**src/hw/iqc_consts.vh**
```
// constants for the interrupt queue configuration command block
`ifndef IQC_CONSTS_VH
`define IQC_CONSTS_VH
`define IQC_OFF_GLOBAL_COMMAND 8'h00
`define IQC_OFF_IQ_LEN0 8'h0c
`define IQC_OFF_IQ_LEN1 8'h10
`define IQC_OFF_RX_BASE0 8'h14
`define IQC_OFF_TX_BASE0 8'h24
`define IQC_OFF_CFG_BASE 8'h3c
`define IQC_BIT_RX_HI 31
`define IQC_BIT_RX_LO 28
`define IQC_BIT_TX_HI 27
`define IQC_BIT_TX_LO 24
`define IQC_BIT_CFG_SEL 21
`define IQC_BIT_ACTION 0
`define IQC_CMD_RW_MASK 32'hff200000
`define IQC_CMD_RESET 32'h00000000
`define IQC_NQ 9
`define IQC_CFG_Q 8
`define IQC_VEC_ACK 32'h00000001
`define IQC_VEC_FAIL 32'h00000002
`endif

```
**src/hw/iqc_queue_config.v**
```verilog
// queue configuration part of the global command register
`timescale 1ns/10ps
`include "iqc_consts.vh"
module iqc_queue_config (
	input wire CLK_SYS, // core clock 125 MHz
	input wire RST_N, // synchronous reset, active low
	input wire REG_WR, // register write strobe
	input wire [7:0] REG_ADDR, // register byte offset
	input wire [31:0] REG_WDATA, // write data
	output reg [31:0] REG_RDATA, // read data, command register view
	input wire [31:0] BASE_RX0, // rx queue 0 base address
	input wire [31:0] BASE_RX1, // rx queue 1 base address
	input wire [31:0] BASE_RX2, // rx queue 2 base address
	input wire [31:0] BASE_RX3, // rx queue 3 base address
	input wire [31:0] BASE_TX0, // tx queue 0 base address
	input wire [31:0] BASE_TX1, // tx queue 1 base address
	input wire [31:0] BASE_TX2, // tx queue 2 base address
	input wire [31:0] BASE_TX3, // tx queue 3 base address
	input wire [31:0] BASE_CFG, // config queue base address
	input wire [7:0] QLEN_RX, // rx queue length, all channels
	input wire [7:0] QLEN_TX, // tx queue length, all channels
	input wire [7:0] QLEN_CFG, // config queue length
	input wire [3:0] RX_VEC_VALID, // receiver vector strobe per channel
	input wire [3:0] TX_VEC_VALID, // transmitter vector strobe per channel
	input wire [127:0] RX_VEC, // receiver vectors, 32 bits per channel
	input wire [127:0] TX_VEC, // transmitter vectors, 32 bits per channel
	output reg VEC_WR, // vector write pulse
	output reg [31:0] VEC_ADDR, // vector write address
	output reg [31:0] VEC_DATA, // vector write data
	output reg CFG_BUSY, // configuration in progress
	output reg [8:0] Q_READY // queue configured flags
);
	localparam ST_IDLE = 2'd0;
	localparam ST_LOAD = 2'd1;
	localparam ST_ACK = 2'd2;

	reg [31:0] cmd_q;
	reg [8:0] sel_q;
	reg [1:0] st_q;
	reg [3:0] qi_q;
	reg [31:0] base_q [0:8];
	reg [7:0] len_q [0:8];
	reg [7:0] wp_q [0:8];
	reg [3:0] arb_q;
	reg fail_q;
	integer i;

	function [31:0] base_of;
		input [3:0] q;
		begin
			case (q)
			4'd0: base_of = BASE_RX0;
			4'd1: base_of = BASE_RX1;
			4'd2: base_of = BASE_RX2;
			4'd3: base_of = BASE_RX3;
			4'd4: base_of = BASE_TX0;
			4'd5: base_of = BASE_TX1;
			4'd6: base_of = BASE_TX2;
			4'd7: base_of = BASE_TX3;
			default: base_of = BASE_CFG;
			endcase
		end
	endfunction

	function [7:0] len_of;
		input [3:0] q;
		begin
			if (q < 4'd4)
				len_of = QLEN_RX;
			else if (q < 4'd8)
				len_of = QLEN_TX;
			else
				len_of = QLEN_CFG;
		end
	endfunction

	// queue index 0..3 rx ch0..3, 4..7 tx ch0..3, 8 config
	function [8:0] sel_of;
		input [31:0] w;
		begin
			sel_of = {w[`IQC_BIT_CFG_SEL],
				w[`IQC_BIT_TX_HI:`IQC_BIT_TX_LO],
				w[`IQC_BIT_RX_HI:`IQC_BIT_RX_LO]};
		end
	endfunction

	// write pointer wraps at the queue length, a ring of entries
	function [7:0] wp_next;
		input [7:0] wp;
		input [7:0] len;
		begin
			if (wp + 8'd1 >= len)
				wp_next = 8'h00;
			else
				wp_next = wp + 8'd1;
		end
	endfunction

	wire [8:0] sel_wr = sel_of(REG_WDATA);
	wire cmd_wr = REG_WR && REG_ADDR == `IQC_OFF_GLOBAL_COMMAND;
	wire ar_go = cmd_wr && REG_WDATA[`IQC_BIT_ACTION] && st_q == ST_IDLE;

	// per source: its vector word and whether its own queue can take it
	wire [3:0] src = arb_q;
	wire [31:0] src_word [0:7];
	wire [7:0] src_ok;
	genvar g;
	generate
		for (g = 0; g < 8; g = g + 1) begin : g_src
			if (g < 4) begin : g_rx
				assign src_word[g] = RX_VEC[g*32 +: 32];
				assign src_ok[g] = RX_VEC_VALID[g] && Q_READY[g];
			end else begin : g_tx
				assign src_word[g] = TX_VEC[(g-4)*32 +: 32];
				assign src_ok[g] = TX_VEC_VALID[g-4] && Q_READY[g];
			end
		end
	endgenerate
	wire src_hit = src_ok[src[2:0]];
	wire [31:0] src_vec = src_word[src[2:0]];

	// next vector write: ack or fail while finishing, a pending source only when idle
	reg vec_wr_d;
	reg [31:0] vec_addr_d;
	reg [31:0] vec_data_d;
	always @* begin
		vec_wr_d = 1'b0;
		vec_addr_d = base_q[src] + {22'h0, wp_q[src], 2'b00};
		vec_data_d = src_vec;
		case (st_q)
		ST_IDLE: vec_wr_d = src_hit;
		ST_ACK: begin
			vec_wr_d = Q_READY[`IQC_CFG_Q];
			vec_addr_d = base_q[`IQC_CFG_Q] +
				{22'h0, wp_q[`IQC_CFG_Q], 2'b00};
			vec_data_d = fail_q ? `IQC_VEC_FAIL : `IQC_VEC_ACK;
		end
		default: vec_wr_d = 1'b0;
		endcase
	end

	always @* begin
		REG_RDATA = cmd_q;
	end

	always @(posedge CLK_SYS) begin
		if (!RST_N) begin
			cmd_q <= `IQC_CMD_RESET;
			sel_q <= 9'h000;
			st_q <= ST_IDLE;
			qi_q <= 4'd0;
			arb_q <= 4'd0;
			fail_q <= 1'b0;
			VEC_WR <= 1'b0;
			VEC_ADDR <= 32'h00000000;
			VEC_DATA <= 32'h00000000;
			CFG_BUSY <= 1'b0;
			Q_READY <= 9'h000;
			for (i = 0; i < `IQC_NQ; i = i + 1) begin
				base_q[i] <= 32'h00000000;
				len_q[i] <= 8'h00;
				wp_q[i] <= 8'h00;
			end
		end else begin
			// address and data hold their last value between writes
			VEC_WR <= vec_wr_d;
			if (vec_wr_d) begin
				VEC_ADDR <= vec_addr_d;
				VEC_DATA <= vec_data_d;
			end
			if (cmd_wr)
				cmd_q <= REG_WDATA & `IQC_CMD_RW_MASK;
			if (ar_go) begin
				// capture selectors from the same write
				sel_q <= sel_wr;
				st_q <= ST_LOAD;
				qi_q <= 4'd0;
				fail_q <= 1'b0;
				CFG_BUSY <= 1'b1;
			end
			// bit 0 is never stored, so it self-clears
			case (st_q)
			ST_IDLE: begin
				if (src_hit)
					wp_q[src] <= wp_next(wp_q[src], len_q[src]);
				arb_q <= {1'b0, arb_q[2:0] + 3'd1};
			end
			ST_LOAD: begin
				if (sel_q[qi_q]) begin
					base_q[qi_q] <= base_of(qi_q);
					len_q[qi_q] <= len_of(qi_q);
					wp_q[qi_q] <= 8'h00;
					Q_READY[qi_q] <= len_of(qi_q) != 8'h00;
					if (len_of(qi_q) == 8'h00)
						fail_q <= 1'b1;
				end // unselected queues stay as they are
				if (qi_q == `IQC_CFG_Q)
					st_q <= ST_ACK;
				else
					qi_q <= qi_q + 4'd1;
			end
			ST_ACK: begin
				// ack or fail vector into the config queue
				if (Q_READY[`IQC_CFG_Q])
					wp_q[`IQC_CFG_Q] <= wp_next(wp_q[`IQC_CFG_Q],
						len_q[`IQC_CFG_Q]);
				st_q <= ST_IDLE;
				CFG_BUSY <= 1'b0;
			end
			default: st_q <= ST_IDLE;
			endcase
		end
	end
endmodule

```
**config.mk**
```make
export PLATFORM = sky130hd
export DESIGN_NAME = iqc_queue_config
export DESIGN_NICKNAME = d
export VERILOG_FILES = /design/src/hw/iqc_queue_config.v
export VERILOG_INCLUDE_DIRS = /design/src /design/src/hw
export SDC_FILE = /design/constraint.sdc
export NUM_CORES = 1
export LEC_CHECK = 0
export BUFFER_PORTS_ARGS = -buffer_cell sky130_fd_sc_hd__buf_4
export CORE_MARGIN = 2
export CORE_UTILIZATION = 27
export DETAILED_ROUTE_END_ITERATION = 6
export GPL_ROUTABILITY_DRIVEN = 0
export PLACE_DENSITY = 0.42
export SYNTH_ARGS = -nofsm -noshare
export SYNTH_HDL_FRONTEND = slang
export SYNTH_SLANG_ARGS = --single-unit
```
**constraint.sdc**
```tcl
create_clock -name CLK_SYS -period 9.2 [get_ports CLK_SYS]
set_clock_uncertainty 0.15 [all_clocks]
set_input_delay 1.84 -clock CLK_SYS [delete_from_list [all_inputs] [get_ports CLK_SYS]]
set_output_delay 1.84 -clock CLK_SYS [all_outputs]
set_load 0.1 [all_outputs]
```
==> key figures, run 1 <==
Clock network
  – Cts repair resizes: 0
  – Post-CTS Hold Fix Bufs: 0
  – Post-CTS setup buffer count: 0
  – Root Buffer: clkbuf_16
  – CTS Buf Count: 66
  – Reg clk slew, reported paths: 0.06 ns
  – Sink Count: 538
  – CTS tree: yes
  – Clock Latency Late Sink: 0.61 ns
  – CTS H-Tree Depth: 3
  – Max clock buf depth: 3

STA
  – Slew Limit Fails: 0
  – Final setup fails: 0
  – Sum Neg Setup Slack: 0 ns
  – Slew Limit Headroom: 13.6%
  – RSZ-0062 raised after global routing: no
  – Hold WS: 0.304 ns
  – Crit share post-route: 57.8%
  – Tightest Pin Transition: 1.29 ns
  – Maximum clock frequency: 188 MHz
  – Final Hold Fails: 0
  – Min Tclk post-route: 5.32 ns

Floorplanning
  – Die width: 330 um
  – Die H: 330 um
  – Row count: 119
  – Core area: 0.105 mm^2
  – Starting density of the core: 27.2%
  – Die ar.: 0.109 mm^2
  – # IOs: 726

Routing
  – DRC: 3
  – Vias: 23,000
  – DR pass1 iterations: 7
  – DR vias/cell: 5.20
  – Routed wire per std cell: 28.4 um
  – Initial detailed-routing violation count: 1,941
  – WL final: 126 mm
  – Detail Route Antenna Nets: 0

Synth
  – Ys async rst share: 0%
  – Post-Syn Area: 0.0286 mm^2
  – FF+latch count, synth: 538
  – Main synth FF type: edfxtp_1
  – Sequential fraction of the synthesis area: 52.7%
  – Netlist cell types: 83
  – Ys Warns: 0
  – EDFF count, synth: 432
  – Synth Instances: 2,360
  – Syn_area_per_cell: 12.1 um^2

Finish
  – Layout Nets: 3,652
  – Area grow syn2layout: 29.4%
  – Share of cells above drive strength 1: 34.4%

Global routing
  – Vias in the first global route: 23,700
  – GRT overflow: 0
  – Initial antenna violation count: 5
  – Pin count of the biggest net entering global routing: 64
  – All-Layer GR Usage: 22.6%
  – First-pass GRT wire length: 175 mm

Pwr
  – PD cells: 167 mW/mm^2
  – VDD IR max: 0.110 mV
  – Leakage: 14.2 nW

Worst setup path
  – Flop2flop setup slack: 3.88 ns
  – Worst path required time: 9.51 ns
  – Worst setup EP type: register
  – Worst EP arrival: 5.62 ns
  – Worst Path Max Fanout: 39
  – CP startpoint kind: register
  – Worst setup path class: reg2reg

Run status
  – Status: complete, but fails checks
  – Failing checks: DRC

Worst hold path
  – Type of the most critical hold path: reg2reg

Placement
  – Port bufs: 680
  – DP HPWL: 89.7 mm

Job
  – Total of max-cap violations: 0
==> cell type report <==
cell class | instances | area (um^2)
antenna | 1 | 2.50
clock buffer | 80 | 1760
clock inverter | 38 | 293
fill | 10500 | 68200
inverter | 49 | 186
multi-input combinational | 1603 | 12500
sequential | 538 | 15100
tap | 1391 | 1740
timing repair buffer | 734 | 5510
==> report_power, final <==
group | leakage, nW | internal (mW) | switching [mW] | total, mW
combinational | 7.88 | 0.431 | 0.528 | 0.959
clock | 0.996 | 1.45 | 1.06 | 2.51
sequential | 5.32 | 2.69 | 0.0406 | 2.73
==> cells by family (layout without fill, tap and decap cells) <==
| logic type | after synthesis | in the layout | synth area share, % |
|---|---|---|---|
| AOI/OAI and AO/OA | 462 | 462 | 10.8 |
| xor gates and xnor gates | 65 | 65 | 2.07 |
| adders and majority gates | 41 | 41 | 1.84 |
| buffers and inverters | 241 | 901 | 4.23 |
| DFF | 538 | 538 | 52.7 |
| muxes | 257 | 257 | 16.6 |
| other | 1 | 24 | 0.0131 |
| and+or+nand+nor | 755 | 755 | 11.7 |
==> worst paths after layout <==
kind	cells after the start	endpoint	startpoint
setup / recovery	11	VEC_ADDR[29]	register
setup reg to reg	11	VEC_ADDR[29]	register
hold / removal	2	sel_q[6]	sel_q[6]
hold reg to reg	2	sel_q[6]	sel_q[6]
==> worst max-delay path, cell delays in order (launching register included) <==
cell      delay [ns]
dfxtp_4         0.59
buf_4           0.80
mux4_2          0.63
mux2_2          0.33
ha_1            0.36
o21ai_0         0.13
o211ai_1        0.20
nor4bb_4        0.98
nand3_1         0.35
nor3_2          0.21
xor2_1          0.23
o22ai_1         0.12
==> routing by layer <==
metal / share of wire (%) / wire length [um] / global-route usage [%]
met1: 42 / 52700 / 28.9
met3: 6.0 / 7590 / 3.94
met5: 0.044 / 56 / 0
met2: 49 / 61800 / 39.1
met4: 2.9 / 3670 / 6.51
==> flip-flops by register name (all words and copies together) (netlist names), named ones only <==
signal and flops:
CFG_BUSY 1, fail_q 1, qi_q 4, arb_q 3, REG_RDATA 9, Q_READY 9
wp_q 72, VEC_WR 1, len_q 72, VEC_ADDR 32, VEC_DATA 32, base_q 288
sel_q 9, st_q 2
==> metrics by stage <==
stage	util (%)	instance area, um^2	instances	setup WS (ns)	total power, mW
after floorplan	-	28700	2382	4.48	3.31
after global placement	33.3	35000	4315	3.97	3.73
after detailed placement	33.3	35000	4315	3.99	3.74
after CTS	35.2	37100	4433	3.92	6.27
after global routing	35.2	37100	4433	3.62	6.41
final	35.2	37100	4434	3.88	6.20
==> cell usage in the layout, fill, tap and decap left out, types with 32 or more instances in the layout <==
cell type | synthesis | routed
mux2i_1 | 75 | 75
nand2_1 | 112 | 112
edfxtp_1 | 432 | 432
a22oi_1 | 75 | 75
mux4_2 | 141 | 141
ha_1 | 39 | 39
dfxtp_1 | 106 | 99
nor2_1 | 457 | 457
o21ai_1 | 35 | 34
inv_1 | 47 | 45
a221oi_1 | 32 | 32
buf_4 | 30 | 734
xnor2_1 | 35 | 35
nor3_1 | 40 | 40
a21oi_1 | 159 | 159
nand4_1 | 51 | 51
clkbuf_16 | 0 | 68
==> synthesized netlist by cell type, drive strengths merged, types with 32 or more instances <==
cell type / count / area share (%)
dfxtp: 106 / 7.4
nand2: 112 / 1.5
nand4: 57 / 1.5
clkbuf: 75 / 0.99
inv: 48 / 0.63
nor3: 42 / 0.77
ha: 39 / 1.7
o21ai: 66 / 1.2
mux4: 164 / 13
edfxtp: 432 / 45
xnor2: 38 / 1.2
nor2: 461 / 6.1
mux2i: 77 / 2.7
a22oi: 77 / 2.1
a21oi: 159 / 2.8
buf: 117 / 2.6
a221oi: 32 / 0.98
Power figures use the tool's default switching activity.
==> run 2, diff against run 1 <==
--- a/config.mk
+++ b/config.mk
@@ -11,7 +11,7 @@
 export CORE_UTILIZATION = 27
 export DETAILED_ROUTE_END_ITERATION = 6
 export GPL_ROUTABILITY_DRIVEN = 0
-export PLACE_DENSITY = 0.42
+export PLACE_DENSITY = 0.44
 export SYNTH_ARGS = -nofsm -noshare
 export SYNTH_HDL_FRONTEND = slang
 export SYNTH_SLANG_ARGS = --single-unit
==> constraint.sdc (replaced) <==
create_clock -name CLK_SYS -period 4.58 [get_ports CLK_SYS]
set_clock_uncertainty 0.15 [all_clocks]
set_input_delay 0.916 -clock CLK_SYS [delete_from_list [all_inputs] [get_ports CLK_SYS]]
set_output_delay 0.916 -clock CLK_SYS [all_outputs]
set_load 0.1 [all_outputs]
==> run 2 against run 1 <==
  * The run now ends clean
  * Worst hold slack gained 0.00090 ns
  * Non-clock buffer count is 41 higher
  * Wire length fell by 4.8%
  * Cell count is 0.97% higher
  * Cell area grew 1.8%
  * Sequential share of layout area is 0.71 points lower
  * Largest power group unchanged
  * Global-route usage is 0.97 points lower
  * Sequential power up 100%
  * Die area did not move
  * Core utilization is 0.62 points higher
  * Count of clock-buffer cells in the layout did not move
  * Via count up 1.2%
==> key figures, run 2 (same netlist as run 1, synthesis figures left out) <==
Clock network
  – CTS H-Tree Depth: 3 (unchanged)
  – Post-CTS Hold Fix Bufs: 0 (unchanged)
  – Cts repair resizes: 0 (unchanged)
  – Root Buffer: clkbuf_16
  – Sink Count: 538 (unchanged)
  – Post-CTS setup buffer count: 0 (unchanged)
  – CTS Buf Count: 66 (unchanged)
  – Clock Latency Late Sink: 0.65 ns (+0.04 ns)
  – CTS tree: yes
  – Max clock buf depth: 3 (unchanged)
  – Reg clk slew, reported paths: 0.06 ns (about the same)

STA
  – Slew Limit Headroom: 20.2% (+6.6 points)
  – Crit share post-route: 90.8% (+33 points)
  – Maximum clock frequency: 241 MHz (+28%)
  – Final setup fails: 0 (unchanged)
  – Sum Neg Setup Slack: 0 ns (unchanged)
  – Tightest Pin Transition: 1.19 ns (-0.0987 ns)
  – RSZ-0062 raised after global routing: no
  – Slew Limit Fails: 0 (unchanged)
  – Min Tclk post-route: 4.16 ns (-1.16 ns)
  – Final Hold Fails: 0 (unchanged)
  – Hold WS: 0.305 ns (+0.000905 ns)

Routing
  – DR vias/cell: 5.21 (+0.26%)
  – DRC: 0 (-3)
  – Detail Route Antenna Nets: 0 (unchanged)
  – Routed wire per std cell: 26.8 um (-5.7%)
  – WL final: 120 mm (-4.8%)
  – Vias: 23,300 (+1.2%)
  – DR pass1 iterations: 5 (-2)
  – Initial detailed-routing violation count: 2,027 (+4.4%)

Finish
  – Top reg by flops: base_q
  – Share of cells above drive strength 1: 35.4% (+1.0 points)
  – Layout Nets: 3,693 (+1.1%)
  – Most common cell after layout, fill and taps aside: buf_4
  – Most frequent cells in the layout: buf_4 (761), nor2_1 (457), edfxtp_1 (432), a21oi_1 (159), mux4_2 (141)
  – Area grow syn2layout: 31.7%
  – Max reg flops: 288 (unchanged)
  – Biggest regs: base_q x288, len_q x72, wp_q x72

Worst setup path
  – Worst EP arrival: 4.47 ns (-1.15 ns)
  – Worst path required time: 4.89 ns (-4.62 ns)
  – Worst Path Max Fanout: 27 (-31%)
  – CP startpoint kind: register
  – Worst setup EP type: register
  – Worst setup path class: reg2reg

Pwr
  – VDD IR max: 0.248 mV (+130%)
  – Total internal power: 9.38 mW (+110%)
  – Switching power: 3.41 mW (+110%)
  – Seq pwr share: 42.8% (-1.2 points)
  – Clock power frac: 41.7% (+1.2 points)
  – Leakage: 14.5 nW (+2.3%)
  – Sw frac: 26.6% (+0.29 points)
  – PD cells: 339 mW/mm^2 (+100%)
  – Part of the power in combinational logic: 15.5% (about the same)

Placement
  – Port bufs: 680 (unchanged)
  – DP HPWL: 87.0 mm (-3.0%)

Global routing
  – GRT overflow: 0 (unchanged)
  – All-Layer GR Usage: 21.6% (-0.97 points)
  – First-pass GRT wire length: 170 mm (-2.8%)
  – Pin count of the biggest net entering global routing: 67 (+4.7%)
  – Vias in the first global route: 24,200 (+2.2%)
  – Initial antenna violation count: 2 (-3)

Floorplanning
  – Die H: 330 um (unchanged)
  – Row count: 119 (unchanged)
  – # IOs: 726 (unchanged)
  – Core area: 0.105 mm^2 (unchanged)
  – Starting density of the core: 27.2% (unchanged)
  – Die width: 330 um (unchanged)
  – Die ar.: 0.109 mm^2 (unchanged)

Worst hold path
  – Type of the most critical hold path: reg2reg

Job
  – Total of max-cap violations: 0 (unchanged)

Run status
  – Status: finished, final reports clean
==> run 2: cell types whose count changed in the layout (fill, tap and decap cells not counted), sizes merged <==
| cell | previous run | this run |
|---|---|---|
| buf | 734 | 775 |
| clkinv | 29 | 32 |
| clkinvlp | 4 | 5 |
| inv | 51 | 47 |
| bufinv | 3 | 5 |
==> run 2: routing by layer <==
| metal | track usage [%] | vias to the layer above | routed length, um |
|---|---|---|---|
| met4 | 6.40 | 0 | 3360 |
| met5 | 0 | - | 0 |
| met3 | 3.05 | 151 | 7360 |
| met2 | 38.5 | 1007 | 60300 |
| met1 | 27.1 | 11900 | 48800 |
| li1 | - | 10300 | - |
==> run 2: cell type report <==
class,instances,area [um^2]
diodes,1,2.50
clock buffers,80,1750
clock inverters,40,494
fillers,10400,67500
inverters,49,186
multi-input cells,1603,12400
flip-flops and latches,538,15100
well taps,1391,1740
repair buffers,775,5990
==> run 2: final timing paths <==
check	slack, ns	from	end	cells after the start
max	0.42	register	VEC_ADDR[31]	13
min	0.31	sel_q[3]	sel_q[3]	2
max reg2reg	0.42	register	VEC_ADDR[31]	13
min reg2reg	0.31	sel_q[3]	sel_q[3]	2
==> run 2: metrics by stage <==
stage          cells  worst slack (ns)  util (%)  power, mW  area (um^2)
6_report        4477             0.423      35.8       12.8        37700
5_1_grt         4477             0.213      35.8       13.2        37700
4_1_cts         4476             0.437      35.8       12.9        37700
3_5_place_dp    4356             0.464      33.7       7.56        35500
3_3_place_gp    4356             0.431      33.7       7.54        35500
2_1_floorplan   2382             0.321         -       6.65        28700
==> run 2: critical path, stage by stage (launching register included) <==
cell	delay (ns)
dfxtp_4	0.53
buf_12	0.29
buf_4	0.22
mux4_2	0.50
mux2_2	0.35
ha_1	0.36
o21a_1	0.16
nor2_1	0.06
nor4bb_1	0.35
buf_4	0.29
nand3_1	0.20
nor3_2	0.19
xor2_1	0.19
o22ai_1	0.10
==> run 2: power by group through the flow <==
stage	clock [mW]	sequential, mW	combinational [mW]
global route	5.61	5.49	2.11
global placement	0	5.57	1.96
finish	5.33	5.48	1.98
CTS	5.44	5.48	1.99
detailed placement	0	5.58	1.98
floorplan	0	5.53	1.12
